## config.mk

```make
export PLATFORM = sky130hd
export DESIGN_NAME = flmc_top
export DESIGN_NICKNAME = d
export VERILOG_FILES = /design/src/flmc_pkg.sv /design/src/flmc_top.sv
export SDC_FILE = /design/constraint.sdc
export NUM_CORES = 1
export LEC_CHECK = 0
export BUFFER_PORTS_ARGS = -buffer_cell sky130_fd_sc_hd__buf_4
export CAP_MARGIN = 20
export CORE_MARGIN = 2
export CORE_UTILIZATION = 62
export DETAILED_ROUTE_END_ITERATION = 6
export PLACE_DENSITY = 0.84
export SKIP_LAST_GASP = 1
export SYNTH_ARGS = -nofsm -noshare
export SYNTH_HDL_FRONTEND = slang
export SYNTH_SLANG_ARGS = --single-unit
```

## constraint.sdc

```tcl
create_clock -name i_clk -period 2.9 [get_ports i_clk]
set_input_delay 0.29 -clock i_clk [delete_from_list [all_inputs] [get_ports i_clk]]
set_output_delay 0.29 -clock i_clk [all_outputs]
set_load 0.02 [all_outputs]
```

## src/flmc_pkg.sv

```systemverilog
/*
 * Shared constants and types for the flash LED mode controller.
 * Assumes one 200 MHz clock and a synchronous active-low reset.
 */
package flmc_pkg;

    localparam int unsigned CLK_PERIOD_NS   = 5;
    localparam int unsigned TIMEOUT_MS      = 1000;
    localparam int unsigned TIMEOUT_CYCLES  =
        (TIMEOUT_MS * 1000 * 1000) / CLK_PERIOD_NS;
    localparam int unsigned TMR_W           = 28;
    localparam int unsigned NUM_SINKS       = 4;
    localparam int unsigned TEMP_W          = 8;
    localparam logic [7:0]  TEMP_HI_C       = 8'h96;
    localparam logic [7:0]  TEMP_LO_C       = 8'h78;
    localparam logic        OT_RESET        = 1'b0;
    localparam logic        TMO_RESET       = 1'b0;

    typedef enum logic [2:0]
    {
        FLMC_OFF   = 3'b000,
        FLMC_START = 3'b001,
        FLMC_TORCH = 3'b010,
        FLMC_FLASH = 3'b011,
        FLMC_TMO   = 3'b100
    } flmc_state_e;

    typedef struct packed
    {
        logic                 pump_on;
        logic                 rail_connect;
        logic                 flash_level;
        logic [NUM_SINKS-1:0] sink_on;
    } flmc_drive_s;

endpackage : flmc_pkg

```

## src/flmc_top.sv

```systemverilog
/*
 * Mode controller of a switched-capacitor flash LED driver.
 * Assumes the four control pins and the temperature word are asynchronous
 * and that an analog rail monitor reports regulation as a level.
 */
`timescale 1ns/10ps
`default_nettype none
module flmc_top
    import flmc_pkg::*;
#(
    parameter int unsigned TIMEOUT_CNT = flmc_pkg::TIMEOUT_CYCLES
)
(
    input  wire logic                   i_clk,        // 200 MHz clock
    input  wire logic                   i_rstn,       // Sync reset, low
    input  wire logic                   i_enable,     // Master enable pin
    input  wire logic                   i_flash_sel,  // Torch/flash select
    input  wire logic                   i_rf_inhibit, // RF pulse inhibit
    input  wire logic                   i_sink4_dis,  // Disable fourth sink
    input  wire logic                   i_rail_ok,    // Rail in regulation
    input  wire logic [TEMP_W-1:0]      i_temp_c,     // Junction temp, C
    output flmc_pkg::flmc_drive_s       o_drive,      // Power stage drive
    output logic                        o_timeout,    // Timeout latched
    output logic                        o_overtemp    // Thermal shutdown
);
    import flmc_pkg::*;

    ////////////////////////////////////////////////////////////////////////
    // Input synchronisers
    logic [3:0]        pin_s1_reg;
    logic [3:0]        pin_s2_reg;
    logic              rail_s1_reg;
    logic              rail_s2_reg;
    logic [TEMP_W-1:0] temp_s1_reg;
    logic [TEMP_W-1:0] temp_s2_reg;

    // Undriven pins resolve low in the pad pull-down, so reset is low too
    always_ff @(posedge i_clk)
    begin
        if (!i_rstn)
        begin
            pin_s1_reg  <= 4'h0;
            pin_s2_reg  <= 4'h0;
            rail_s1_reg <= 1'b0;
            rail_s2_reg <= 1'b0;
            temp_s1_reg <= 8'h00;
            temp_s2_reg <= 8'h00;
        end
        else
        begin
            pin_s1_reg  <= {i_sink4_dis, i_rf_inhibit, i_flash_sel, i_enable};
            pin_s2_reg  <= pin_s1_reg;
            rail_s1_reg <= i_rail_ok;
            rail_s2_reg <= rail_s1_reg;
            temp_s1_reg <= i_temp_c;
            temp_s2_reg <= temp_s1_reg;
        end
    end

    wire en_w      = pin_s2_reg[0];
    wire flash_w   = pin_s2_reg[1];
    wire inhibit_w = pin_s2_reg[2];
    wire sel4_w    = pin_s2_reg[3];
    wire rail_w    = rail_s2_reg;

    ////////////////////////////////////////////////////////////////////////
    // Over-temperature with hysteresis
    logic ot_reg;
    logic ot_next;

    wire temp_hot_w  = temp_s2_reg > TEMP_HI_C;
    wire temp_cool_w = temp_s2_reg < TEMP_LO_C;

    always_comb
    begin
        ot_next = ot_reg;
        if (temp_hot_w)
            ot_next = 1'b1;
        else if (temp_cool_w)
            ot_next = 1'b0;
    end

    always_ff @(posedge i_clk)
    begin
        if (!i_rstn)
            ot_reg <= OT_RESET;
        else
            ot_reg <= ot_next;
    end

    wire active_w = en_w && !ot_reg;

    ////////////////////////////////////////////////////////////////////////
    // Mode state machine
    flmc_state_e      state_reg;
    flmc_state_e      state_next;
    logic [TMR_W-1:0] tmr_reg;
    logic [TMR_W-1:0] tmr_next;

    wire flash_run_w = (state_reg == FLMC_FLASH) && !inhibit_w;
    wire tmr_hit_w   = flash_run_w && (tmr_reg >= TMR_W'(TIMEOUT_CNT - 1));

    always_comb
    begin
        state_next = state_reg;
        case (state_reg)
            FLMC_OFF:
                if (active_w)
                    state_next = FLMC_START;
            FLMC_START:
                if (!active_w)
                    state_next = FLMC_OFF;
                else if (rail_w)
                    state_next = FLMC_TORCH;
            FLMC_TORCH:
                if (!active_w)
                    state_next = FLMC_OFF;
                else if (flash_w)
                    state_next = FLMC_FLASH;
            FLMC_FLASH:
                if (!active_w)
                    state_next = FLMC_OFF;
                else if (tmr_hit_w)
                    state_next = FLMC_TMO;
                else if (!flash_w)
                    state_next = FLMC_TORCH;
            FLMC_TMO:
                if (!active_w)
                    state_next = FLMC_OFF;
            default:
                state_next = FLMC_OFF;
        endcase
    end

    always_comb
    begin
        tmr_next = '0;
        if (flash_run_w && flash_w && active_w)
            tmr_next = tmr_reg + 1'b1;
        else if ((state_reg == FLMC_FLASH) && inhibit_w && flash_w && active_w)
            tmr_next = tmr_reg;
    end

    always_ff @(posedge i_clk)
    begin
        if (!i_rstn)
        begin
            state_reg <= FLMC_OFF;
            tmr_reg   <= '0;
        end
        else
        begin
            state_reg <= state_next;
            tmr_reg   <= tmr_next;
        end
    end

    ////////////////////////////////////////////////////////////////////////
    // Power stage drive
    flmc_drive_s drive_next;
    flmc_drive_s drive_reg;
    logic        tmo_reg;

    wire pumping_w = (state_reg != FLMC_OFF);
    wire sinks_w   = (state_reg == FLMC_TORCH) ||
                     (state_reg == FLMC_FLASH);
    wire [NUM_SINKS-1:0] sink_mask_w = sel4_w ? 4'h7 : 4'hf;

    always_comb
    begin
        drive_next.pump_on      = pumping_w;
        drive_next.rail_connect = pumping_w;
        drive_next.flash_level  = flash_run_w;
        drive_next.sink_on      = sinks_w ? sink_mask_w : 4'h0;
    end

    always_ff @(posedge i_clk)
    begin
        if (!i_rstn)
        begin
            drive_reg <= '0;
            tmo_reg   <= TMO_RESET;
        end
        else
        begin
            drive_reg <= drive_next;
            tmo_reg   <= (state_reg == FLMC_TMO);
        end
    end

    assign o_drive    = drive_reg;
    assign o_timeout  = tmo_reg;
    assign o_overtemp = ot_reg;

    ////////////////////////////////////////////////////////////////////////
    // Checks
    property p_shutdown;
        @(posedge i_clk) disable iff (!i_rstn)
        (!en_w && !$past(en_w)) |=> !o_drive.pump_on && o_drive.sink_on == 0;
    endproperty
    a_shutdown: assert property (p_shutdown)
        else $error("Drive active while disabled");

    property p_start_wait;
        @(posedge i_clk) disable iff (!i_rstn)
        (state_reg == FLMC_START) |=> o_drive.pump_on && o_drive.sink_on == 0;
    endproperty
    a_start_wait: assert property (p_start_wait)
        else $error("Sinks on before rail regulated");

    property p_torch;
        @(posedge i_clk) disable iff (!i_rstn)
        (state_reg == FLMC_TORCH) |=> !o_drive.flash_level;
    endproperty
    a_torch: assert property (p_torch)
        else $error("Flash level in torch mode");

    property p_flash;
        @(posedge i_clk) disable iff (!i_rstn)
        (state_reg == FLMC_FLASH && !inhibit_w) |=> o_drive.flash_level;
    endproperty
    a_flash: assert property (p_flash)
        else $error("Flash level missing");

    property p_tmo_off;
        @(posedge i_clk) disable iff (!i_rstn)
        (state_reg == FLMC_TMO) |=> o_drive.sink_on == 0 && o_drive.pump_on;
    endproperty
    a_tmo_off: assert property (p_tmo_off)
        else $error("Timeout drive wrong");

    property p_tmo_hold;
        @(posedge i_clk) disable iff (!i_rstn)
        (state_reg == FLMC_TMO && active_w) |=> state_reg == FLMC_TMO;
    endproperty
    a_tmo_hold: assert property (p_tmo_hold)
        else $error("Timeout left while enabled");

    property p_inhibit;
        @(posedge i_clk) disable iff (!i_rstn)
        (state_reg == FLMC_FLASH && inhibit_w) |=> !o_drive.flash_level;
    endproperty
    a_inhibit: assert property (p_inhibit)
        else $error("Flash level during inhibit");

    property p_inhibit_tmr;
        @(posedge i_clk) disable iff (!i_rstn)
        (state_reg == FLMC_FLASH && inhibit_w) |=> state_reg != FLMC_TMO;
    endproperty
    a_inhibit_tmr: assert property (p_inhibit_tmr)
        else $error("Timeout during inhibit");

    property p_restore;
        @(posedge i_clk) disable iff (!i_rstn)
        (state_reg == FLMC_FLASH && !inhibit_w && $past(inhibit_w))
            |=> o_drive.flash_level;
    endproperty
    a_restore: assert property (p_restore)
        else $error("Flash level not restored");

    property p_sink4_on;
        @(posedge i_clk) disable iff (!i_rstn)
        (!sel4_w && sinks_w) |=> o_drive.sink_on == 4'hf;
    endproperty
    a_sink4_on: assert property (p_sink4_on)
        else $error("Sink missing while all enabled");

    property p_sink4;
        @(posedge i_clk) disable iff (!i_rstn)
        sel4_w && $past(sel4_w) |=> !o_drive.sink_on[3];
    endproperty
    a_sink4: assert property (p_sink4)
        else $error("Fourth sink on while disabled");

    property p_hot;
        @(posedge i_clk) disable iff (!i_rstn)
        temp_hot_w |=> ##2 o_drive.sink_on == 0 && !o_drive.pump_on;
    endproperty
    a_hot: assert property (p_hot)
        else $error("Running while hot");

    property p_hyst;
        @(posedge i_clk) disable iff (!i_rstn)
        (ot_reg && !temp_cool_w) |=> ot_reg;
    endproperty
    a_hyst: assert property (p_hyst)
        else $error("Thermal release too early");

    property p_tmr_clr;
        @(posedge i_clk) disable iff (!i_rstn)
        (!flash_w || !active_w) |=> tmr_reg == 0;
    endproperty
    a_tmr_clr: assert property (p_tmr_clr)
        else $error("Timer not cleared");

endmodule : flmc_top
`default_nettype wire

```

==> results of run 1 <==
[power by group through the flow]
stage | Combinational [mW] | Sequential [mW] | Clock, mW
final | 0.0416 | 0.891 | 0.660
after global routing | 0.0465 | 0.892 | 0.719
after CTS | 0.0423 | 0.891 | 0.674
after detailed placement | 0.0417 | 0.911 | 0
after global placement | 0.0401 | 0.910 | 0
after floorplan | 0.0236 | 0.908 | 0
[layer usage]
metal / track usage / vias up / part of all wire
met5: 0 / - / 0
li1: - / 943 / -
met2: 0.371 / 31 / 0.49
met3: 0.0691 / 4 / 0.030
met1: 0.266 / 859 / 0.47
met4: 0.128 / 0 / 0.013
[kinds of logic (layout without fill, tap and decap cells)]
logic type,after synthesis,count (layout),share of synthesized area
AOI/OAI and AO/OA,19,19,0.0580
adders and majority gates,2,2,0.00892
and+or+nand+nor,133,133,0.304
xor gates and xnor gates,26,26,0.0902
DFF,63,63,0.500
muxes,1,1,0.00396
buffers and inverters,18,45,0.0352
[Yosys cell counts (all sizes together)]
master / number / area, sq um
or3: 3 / 18.8
nand3: 7 / 35.0
o31a: 2 / 17.5
nor2: 33 / 124
and3: 6 / 37.5
a41o: 1 / 10.0
a31oi: 1 / 6.26
o21ai: 3 / 15.0
xor2: 4 / 35.0
nor3b: 4 / 30.0
a2111oi: 1 / 8.76
xnor2: 22 / 193
o2111ai: 1 / 8.76
nand2: 15 / 56.3
a31o: 2 / 17.5
a21oi: 1 / 5.00
clkbuf: 9 / 33.8
nor2b: 2 / 12.5
o31ai: 1 / 12.5
dfxtp: 63 / 1260
nand2b: 1 / 6.26
nand4: 6 / 37.5
and4: 3 / 26.3
nand3b: 2 / 15.0
maj3: 1 / 10.0
and2: 27 / 169
nor4b: 4 / 41.3
nor4: 9 / 96.3
nor3: 9 / 45.0
o211a: 1 / 10.0
o22ai: 2 / 12.5
inv: 3 / 11.3
ha: 1 / 12.5
buf: 6 / 43.8
mux2i: 1 / 10.0
or4: 1 / 7.51
a211oi: 3 / 22.5
nor4bb: 1 / 10.0
[worst min path at each step]
stage                    endpoint  slack [ps]
global route        pin_s1_reg[2]         140
detailed placement     o_drive[3]         380
CTS                 pin_s1_reg[2]         150
floorplan              o_drive[3]         370
finish              pin_s1_reg[2]         170
global placement       o_drive[3]         380
[area by class of cell]
| class | count | area [sq um] | area share |
|---|---|---|---|
| clock buffers | 11 | 141 | 0.0491 |
| clock inverters | 5 | 33.8 | 0.0117 |
| inverters | 3 | 11.3 | 0.00391 |
| multi-input cells | 181 | 1170 | 0.408 |
| flip-flops and latches | 63 | 1260 | 0.438 |
| well taps | 50 | 62.6 | 0.0217 |
| repair buffers | 26 | 195 | 0.0678 |
[per-stage QoR]
| stage | utilization | hold WS [ps] | power (mW) | instance area (sq um) |
|---|---|---|---|---|
| floorplan | - | 373 | 0.931 | 2520 |
| global placement | 0.681 | 384 | 0.950 | 2710 |
| detailed placement | 0.681 | 384 | 0.952 | 2710 |
| CTS | 0.725 | 152 | 1.61 | 2880 |
| global route | 0.725 | 143 | 1.66 | 2880 |
| finish | 0.725 | 167 | 1.59 | 2880 |
==> impl_metrics.json, run 1 <==
{
  "p_sw_frac": 0.221,
  "r2r_cells": 5,
  "cts_resized": 0,
  "drt-initial-drc-count": 171,
  "p_int_mw": 1.24,
  "antenna_found_initial": 0,
  "cp_max_fo": 7,
  "path_buf_inv": 0,
  "end_kind": "flip-flop",
  "die_w_um": 67.8,
  "slew_headroom": 0.627,
  "crit_slowest_cell": "or4_1",
  "grt_max_degree": 34,
  "grt.overflow.total": 0,
  "hold_depth": 2,
  "layout_commonest_cell": "dfxtp_1",
  "critical_path_class": "flip-flop to flip-flop",
  "syn_area_sq_um": 2520,
  "pwr-share-comb": 0.026,
  "wirelength_um": 4450,
  "crit_required_ps": 3110,
  "hold_viol": 0,
  "portBuffers": 23,
  "synthCells": 262,
  "place_ws_ps": 894,
  "yosysSeqAreaShare": 0.500,
  "path_depth": 5,
  "hold_path_class": "primary input to flip-flop",
  "hpwl_um": 2850,
  "dieArea_sq_um": 4600,
  "cts_max_level": 3,
  "path_clk_slew_ps": 70,
  "cp-start-kind": "flip-flop",
  "fmax_mhz": 493,
  "largest_reg_flops": 28,
  "fin_nets": 300,
  "slowest_delay_ps": 750,
  "ctsHoldBuffers": 0,
  "drive_gt1_frac": 0.170,
  "grt.total_usage": 0.227,
  "ctsRootBufferMaster": "clkbuf_8",
  "setup_tns_ps": 0,
  "cts_buffers": 9,
  "min_from": "i_rf_inhibit",
  "switching_power_mw": 0.353,
  "worst-r2r-setup-slack_ps": 870,
  "fin_cells": 339,
  "reg2reg_to": "tmr_reg[23]",
  "final_cell_mix": "dfxtp_1, nor2_1, and2_1, buf_4, xnor2_1",
  "worst_pin_slew_ps": 559,
  "outcome": "complete, no violations",
  "slew_viol_final": 0,
  "fin_ws_ps": 870,
  "synth.ff_latch_count": 63,
  "remaining_drc_errors": 0,
  "crit_family": "simple AND/OR/NAND/NOR gates",
  "antenna_cells": 0,
  "insertion_delay_ps": 330,
  "cp-endpoint": "tmr_reg[23]",
  "setup_viol": 0,
  "floorplan.core_area_sq_um": 3970,
  "min_period_ps": 2030,
  "area_growth_pct": 14.1,
  "vdd_ir_drop_max_mv": 0.451,
  "post-cts-setup-buffers": 0,
  "crit_chain": "nand4_1, or4_1, nor4_2, xnor2_1, nor2_1",
  "fin_crit_sh": 0.700,
  "grt_pass1_wl_um": 7580,
  "leakage_nw": 1.02,
  "gp_congestion": 0.860,
  "avgSynthCellArea_sq_um": 9.64,
  "antenna_left": 0,
  "cts.sinks": 63,
  "first_pass_iters": 4,
  "fillers": 285,
  "die_y_um": 67.8,
  "power_density_nw_per_um2": 553,
  "clockPowerShare": 0.414,
  "placed_cells": 323,
  "clock_skew_ps": 4.41,
  "cts_buffer_depth": 2,
  "grt_pass1_vias": 1769,
  "rsz0062_at_grt": "false",
  "reg2reg_from": "tmr_reg[10]",
  "ys_types": 45,
  "rows": 23,
  "ios": 24,
  "yosys_warnings": 0,
  "vias_per_cell": 5.42,
  "start_util": 0.636,
  "startpoint": "tmr_reg[10]",
  "tritoncts": "built",
  "cp.arrival_ps": 2240,
  "seq_power_share": 0.559,
  "synth_nets": 278,
  "vias": 1837,
  "wire_per_inst_um": 13.1,
  "drv_cap": 0
}
Note: power is estimated with default switching activity, not from simulation.
==> run 2, diff against run 1 <==
Settings changed: ABC_AREA from default to 1, CORE_UTILIZATION 62 to 59, PLACE_DENSITY 0.84 to 0.8.
Clock period 2.9 ns to 2.1 ns, I/O delays scaled along.
==> impl_metrics.json, run 2 <==
{
  "grt_max_degree": 31,
  "synthCells": 407,
  "worst_pin_slew_ps": 650,
  "drt-initial-drc-count": 169,
  "grt_pass1_vias": 2240,
  "hold_ws_ps": 42.9,
  "slew_headroom": 0.563,
  "start_util": 0.617,
  "yosysTopAreaCell": "dfxtp_1",
  "drive_gt1_frac": 0.152,
  "setup_tns_ps": 0,
  "insertion_delay_ps": 340,
  "cts_buffer_depth": 2,
  "ys_types": 37,
  "r2r_cells": 8,
  "synth_top_area_frac": 0.430,
  "dieArea_sq_um": 5550,
  "cts_resized": 0,
  "min_period_ps": 1850,
  "fillers": 384,
  "path_depth": 8,
  "antenna_left": 0,
  "hold_viol": 0,
  "path_buf_inv": 1,
  "worst-r2r-setup-slack_ps": 250,
  "fmax_mhz": 541,
  "fin_crit_sh": 0.880,
  "critical_path_class": "flip-flop to flip-flop",
  "grt.overflow.total": 0,
  "tritoncts": "built",
  "fin_nets": 452,
  "synthArstFlopShare": 0,
  "cts_max_level": 3,
  "grt_pass1_wl_um": 9600,
  "area_growth_pct": 16.6,
  "cts.sinks": 63,
  "vias": 2525,
  "syn_area_sq_um": 2930,
  "final_util": 0.719,
  "wire_per_inst_um": 11.2,
  "remaining_drc_errors": 0,
  "ctsHoldBuffers": 0,
  "multi_input_area_sq_um": 1320,
  "die_w_um": 74.5,
  "cp_max_fo": 6,
  "synthTopCellsByArea": "dfxtp_1, nand2_1, inv_1, nor2_1, nand3_1",
  "ys.flop_type": "dfxtp_1",
  "end_kind": "flip-flop",
  "crit_slowest_cell": "nor4_1",
  "synth.ff_latch_count": 63,
  "fin_area_sq_um": 3420,
  "gp_congestion": 0.901,
  "placed_cell_area_sq_um": 3170,
  "antenna_cells": 0,
  "vdd_ir_drop_max_mv": 0.769,
  "vias_per_cell": 4.97,
  "wirelength_um": 5710,
  "path_clk_slew_ps": 80,
  "slowest_delay_ps": 570,
  "first_pass_iters": 5,
  "largest_reg_flops": 28,
  "portBuffers": 23,
  "setup_viol": 0,
  "hpwl_um": 4120,
  "crit_required_ps": 2370,
  "yosys_warnings": 0,
  "floorplan.core_area_sq_um": 4750,
  "slew_viol_final": 0,
  "grt.total_usage": 0.230,
  "rsz0062_at_grt": "false",
  "outcome": "complete, no violations",
  "ios": 24,
  "power_density_nw_per_um2": 861,
  "synth_edf_count": 0,
  "die_y_um": 74.5,
  "yosysMostFrequentCell": "nand2_1",
  "final_cell_mix": "nand2_1, inv_1, dfxtp_1, nor2_1, buf_4",
  "regArea_sq_um": 1260,
  "antenna_found_initial": 0,
  "synth_common_cells": "nand2_1, inv_1, dfxtp_1, nor2_1, nand3_1",
  "clock_skew_ps": 4.58,
  "hold_path_class": "primary input to flip-flop",
  "cts_buffers": 9,
  "crit_family": "simple AND/OR/NAND/NOR gates",
  "avgSynthCellArea_sq_um": 7.20,
  "leakage_nw": 1.60,
  "yosysSeqAreaShare": 0.430,
  "ctsRootBufferMaster": "clkbuf_8",
  "crit_chain": "nand2_4, inv_1, nand3_1, nor4_1, nand2_1, nand2_1, nand3_1, a21oi_1",
  "hold_depth": 3,
  "synth_nets": 423,
  "drv_cap": 0,
  "post-cts-setup-buffers": 0,
  "cp-start-kind": "flip-flop",
  "cp.arrival_ps": 2120,
  "layout_commonest_cell": "nand2_1",
  "rows": 25
}
run 2: cell types whose count changed in the layout (fill, tap and decap cells not counted), moves of 4 or more:
cell | before | now
and3_1 | 6 | 1
nor2_1 | 33 | 48
nand2_1 | 15 | 95
nor4_2 | 4 | 0
nor3_1 | 9 | 13
o21ai_0 | 2 | 13
nand3_1 | 7 | 19
inv_1 | 3 | 76
a21oi_1 | 1 | 18
nor3b_1 | 4 | 0
and2_1 | 27 | 0
nand2_4 | 0 | 4
xnor2_1 | 22 | 0
run 2: report_power, final:
part / leakage (nW) / internal (mW) / switching [mW]
logic: 0.963 / 0.128 / 0.198
clock network: 0.126 / 0.806 / 0.508
registers: 0.514 / 1.26 / 0.0427
run 2: kinds of logic after synthesis:
| logic type | Yosys count | synth area share |
|---|---|---|
| AO/OA/AOI/OAI | 43 | 0.0841 |
| buffers and inverters | 87 | 0.118 |
| XOR/XNOR | 1 | 0.00299 |
| flip-flops | 63 | 0.430 |
| adder cells (fa/ha/maj) | 1 | 0.00427 |
| AND/OR/NAND/NOR | 212 | 0.360 |
run 2: per-stage QoR:
stage | worst slack, ps | cells | total power [mW]
floorplan | 548 | 407 | 1.56
global placement | 447 | 492 | 1.64
detailed placement | 385 | 492 | 1.65
CTS | 314 | 508 | 2.96
global route | 101 | 508 | 3.06
finish | 251 | 508 | 2.94
run 2: final cells by class:
type | instances | share of cell area
repair buffers | 26 | 0.0571
multi-input cells | 257 | 0.387
well taps | 67 | 0.0245
inverters | 79 | 0.0882
flip-flops and latches | 63 | 0.369
clock buffers | 9 | 0.0363
clock inverters | 7 | 0.0373
run 2: tightest hold or removal path, cell delays in order:
cell and delay (ps):
buf_4 80, nand2_1 40, inv_1 40
run 2: worst paths after layout:
kind	start	endpoint
hold reg to reg	pin_s2_reg[3]	o_drive[3]
setup / recovery	tmr_reg[9]	tmr_reg[25]
setup reg to reg	tmr_reg[9]	tmr_reg[25]
hold / removal	i_temp_c[6]	temp_s1_reg[6]
run 2: per-layer routing:
layer  vias to the layer above  routed length, um  global-route usage
met4                         0                 72               0.107
met2                        54               2770               0.373
met5                         -                  0                   0
li1                       1334                  -                   -
met1                      1132               2600               0.276
met3                         5                264              0.0772
==> run 3, diff against run 2 <==
Settings changed: REMOVE_ABC_BUFFERS from default to 1.
==> impl_metrics.json, run 3 (synthesized netlist as in run 2, its figures left out) <==
{
  "remaining_drc_errors": 0,
  "clock_skew_ps": 6.11,
  "antenna_cells": 0,
  "worst_pin_slew_ps": 422,
  "drt-initial-drc-count": 162,
  "cts_resized": 0,
  "cts_buffer_depth": 2,
  "fin_crit_sh": 0.869,
  "power.total_mw": 2.84,
  "post-cts-setup-buffers": 0,
  "slew_headroom": 0.716,
  "largest_reg_flops": 28,
  "fin_nets": 451,
  "power_density_nw_per_um2": 837,
  "insertion_delay_ps": 350,
  "hpwl_um": 4040,
  "first_pass_iters": 5,
  "end_kind": "flip-flop",
  "rows": 25,
  "slew_viol_final": 0,
  "portBuffers": 23,
  "wirelength_um": 5660,
  "crit_slowest_cell": "dfxtp_1",
  "drv_cap": 0,
  "setup_viol": 0,
  "crit_top_cell": "nand2_1",
  "outcome": "complete, no violations",
  "crit_required_ps": 2350,
  "rsz0062_at_grt": "false",
  "wire_per_inst_um": 11.2,
  "tritoncts": "built",
  "floorplan.core_area_sq_um": 4750,
  "slowest_delay_ps": 400,
  "leakage_nw": 1.58,
  "grt.overflow.total": 0,
  "grt_pass1_wl_um": 9660,
  "placed_cells": 491,
  "vias": 2508,
  "fin_cells": 507,
  "area_growth_pct": 15.6,
  "cp-start-kind": "flip-flop",
  "cp.arrival_ps": 2080,
  "vias_per_cell": 4.95,
  "ctsHoldBuffers": 0,
  "start_util": 0.617,
  "final_cell_mix": "nand2_1, inv_1, dfxtp_1, nor2_1, buf_4",
  "fmax_mhz": 548,
  "path_buf_inv": 2,
  "antenna_left": 0,
  "cts.sinks": 63,
  "grt.total_usage": 0.231,
  "cts_max_level": 3,
  "path_clk_slew_ps": 70,
  "ctsRootBufferMaster": "clkbuf_8",
  "hold_path_class": "primary input to flip-flop",
  "cts_buffers": 9,
  "antenna_found_initial": 0,
  "min_period_ps": 1820,
  "grt_max_degree": 32,
  "drive_gt1_frac": 0.150,
  "ios": 24,
  "layout_commonest_cell": "nand2_1",
  "die_y_um": 74.5,
  "crit_family": "simple AND/OR/NAND/NOR gates",
  "critical_path_class": "flip-flop to flip-flop",
  "vdd_ir_drop_max_mv": 0.619,
  "die_w_um": 74.5,
  "setup_tns_ps": 0,
  "hold_viol": 0,
  "dieArea_sq_um": 5550,
  "gp_congestion": 0.914,
  "grt_pass1_vias": 2270,
  "cp_max_fo": 5,
  "crit_chain": "ha_1, nand2_1, nor2_1, nand3_1, nand2_1, nand2_1, nand3_1, nand2_1, nand3_1, nand2_1, inv_1, nand2_1, nand2_1, inv_1"
}
==> run 3: cell type report <==
class | count | area (sq um)
Fill cell | 403 | 1370
Multi-Input combinational cell | 257 | 1320
Sequential cell | 63 | 1260
Inverter | 79 | 302
Timing Repair Buffer | 25 | 188
Clock buffer | 10 | 138
Clock inverter | 6 | 92.6
Tap cell | 67 | 83.8
==> run 3: worst paths after layout <==
kind | from | to | slack (ps) | depth (start not counted)
worst min register to register | pin_s2_reg[3] | o_drive[3] | 400 | 1
worst max register to register | tmr_reg[0] | state_reg[0] | 280 | 14
worst min-delay path | i_enable | pin_s1_reg[0] | 40 | 3
worst max-delay path | tmr_reg[0] | state_reg[0] | 280 | 14
==> run 3: metal layers <==
layer	vias up	wire length [um]	share of wire	global-route usage
li1	1333	-	-	-
met1	1093	2470	0.44	0.268
met2	70	2740	0.48	0.382
met3	12	327	0.058	0.0664
met4	0	125	0.022	0.127
met5	-	0	0	0
==> run 3: stage by stage <==
stage | worst slack, ps | hold WS, ps | utilization | instance area [sq um]
3_5_place_dp | 328 | 383 | 0.664 | 3160
5_1_grt | 55.1 | 39.7 | 0.713 | 3390
2_1_floorplan | 521 | 303 | - | 2890
3_3_place_gp | 446 | 383 | 0.664 | 3160
4_1_cts | 290 | 28.7 | 0.713 | 3390
6_report | 275 | 40.3 | 0.713 | 3390
==> run 3: report_power, final <==
group	switching [mW]	total [mW]	internal, mW
logic	0.200	0.329	0.128
clock network	0.500	1.21	0.706
registers	0.0418	1.30	1.26
total	0.743	2.84	2.09
==> run 3: worst register-to-register path: cells and delay by family, from the launching register on <==
family	cells	cell delay, ps
adders and majority gates	1	230
buffers and inverters	2	120
DFF	1	400
and+or+nand+nor	11	970
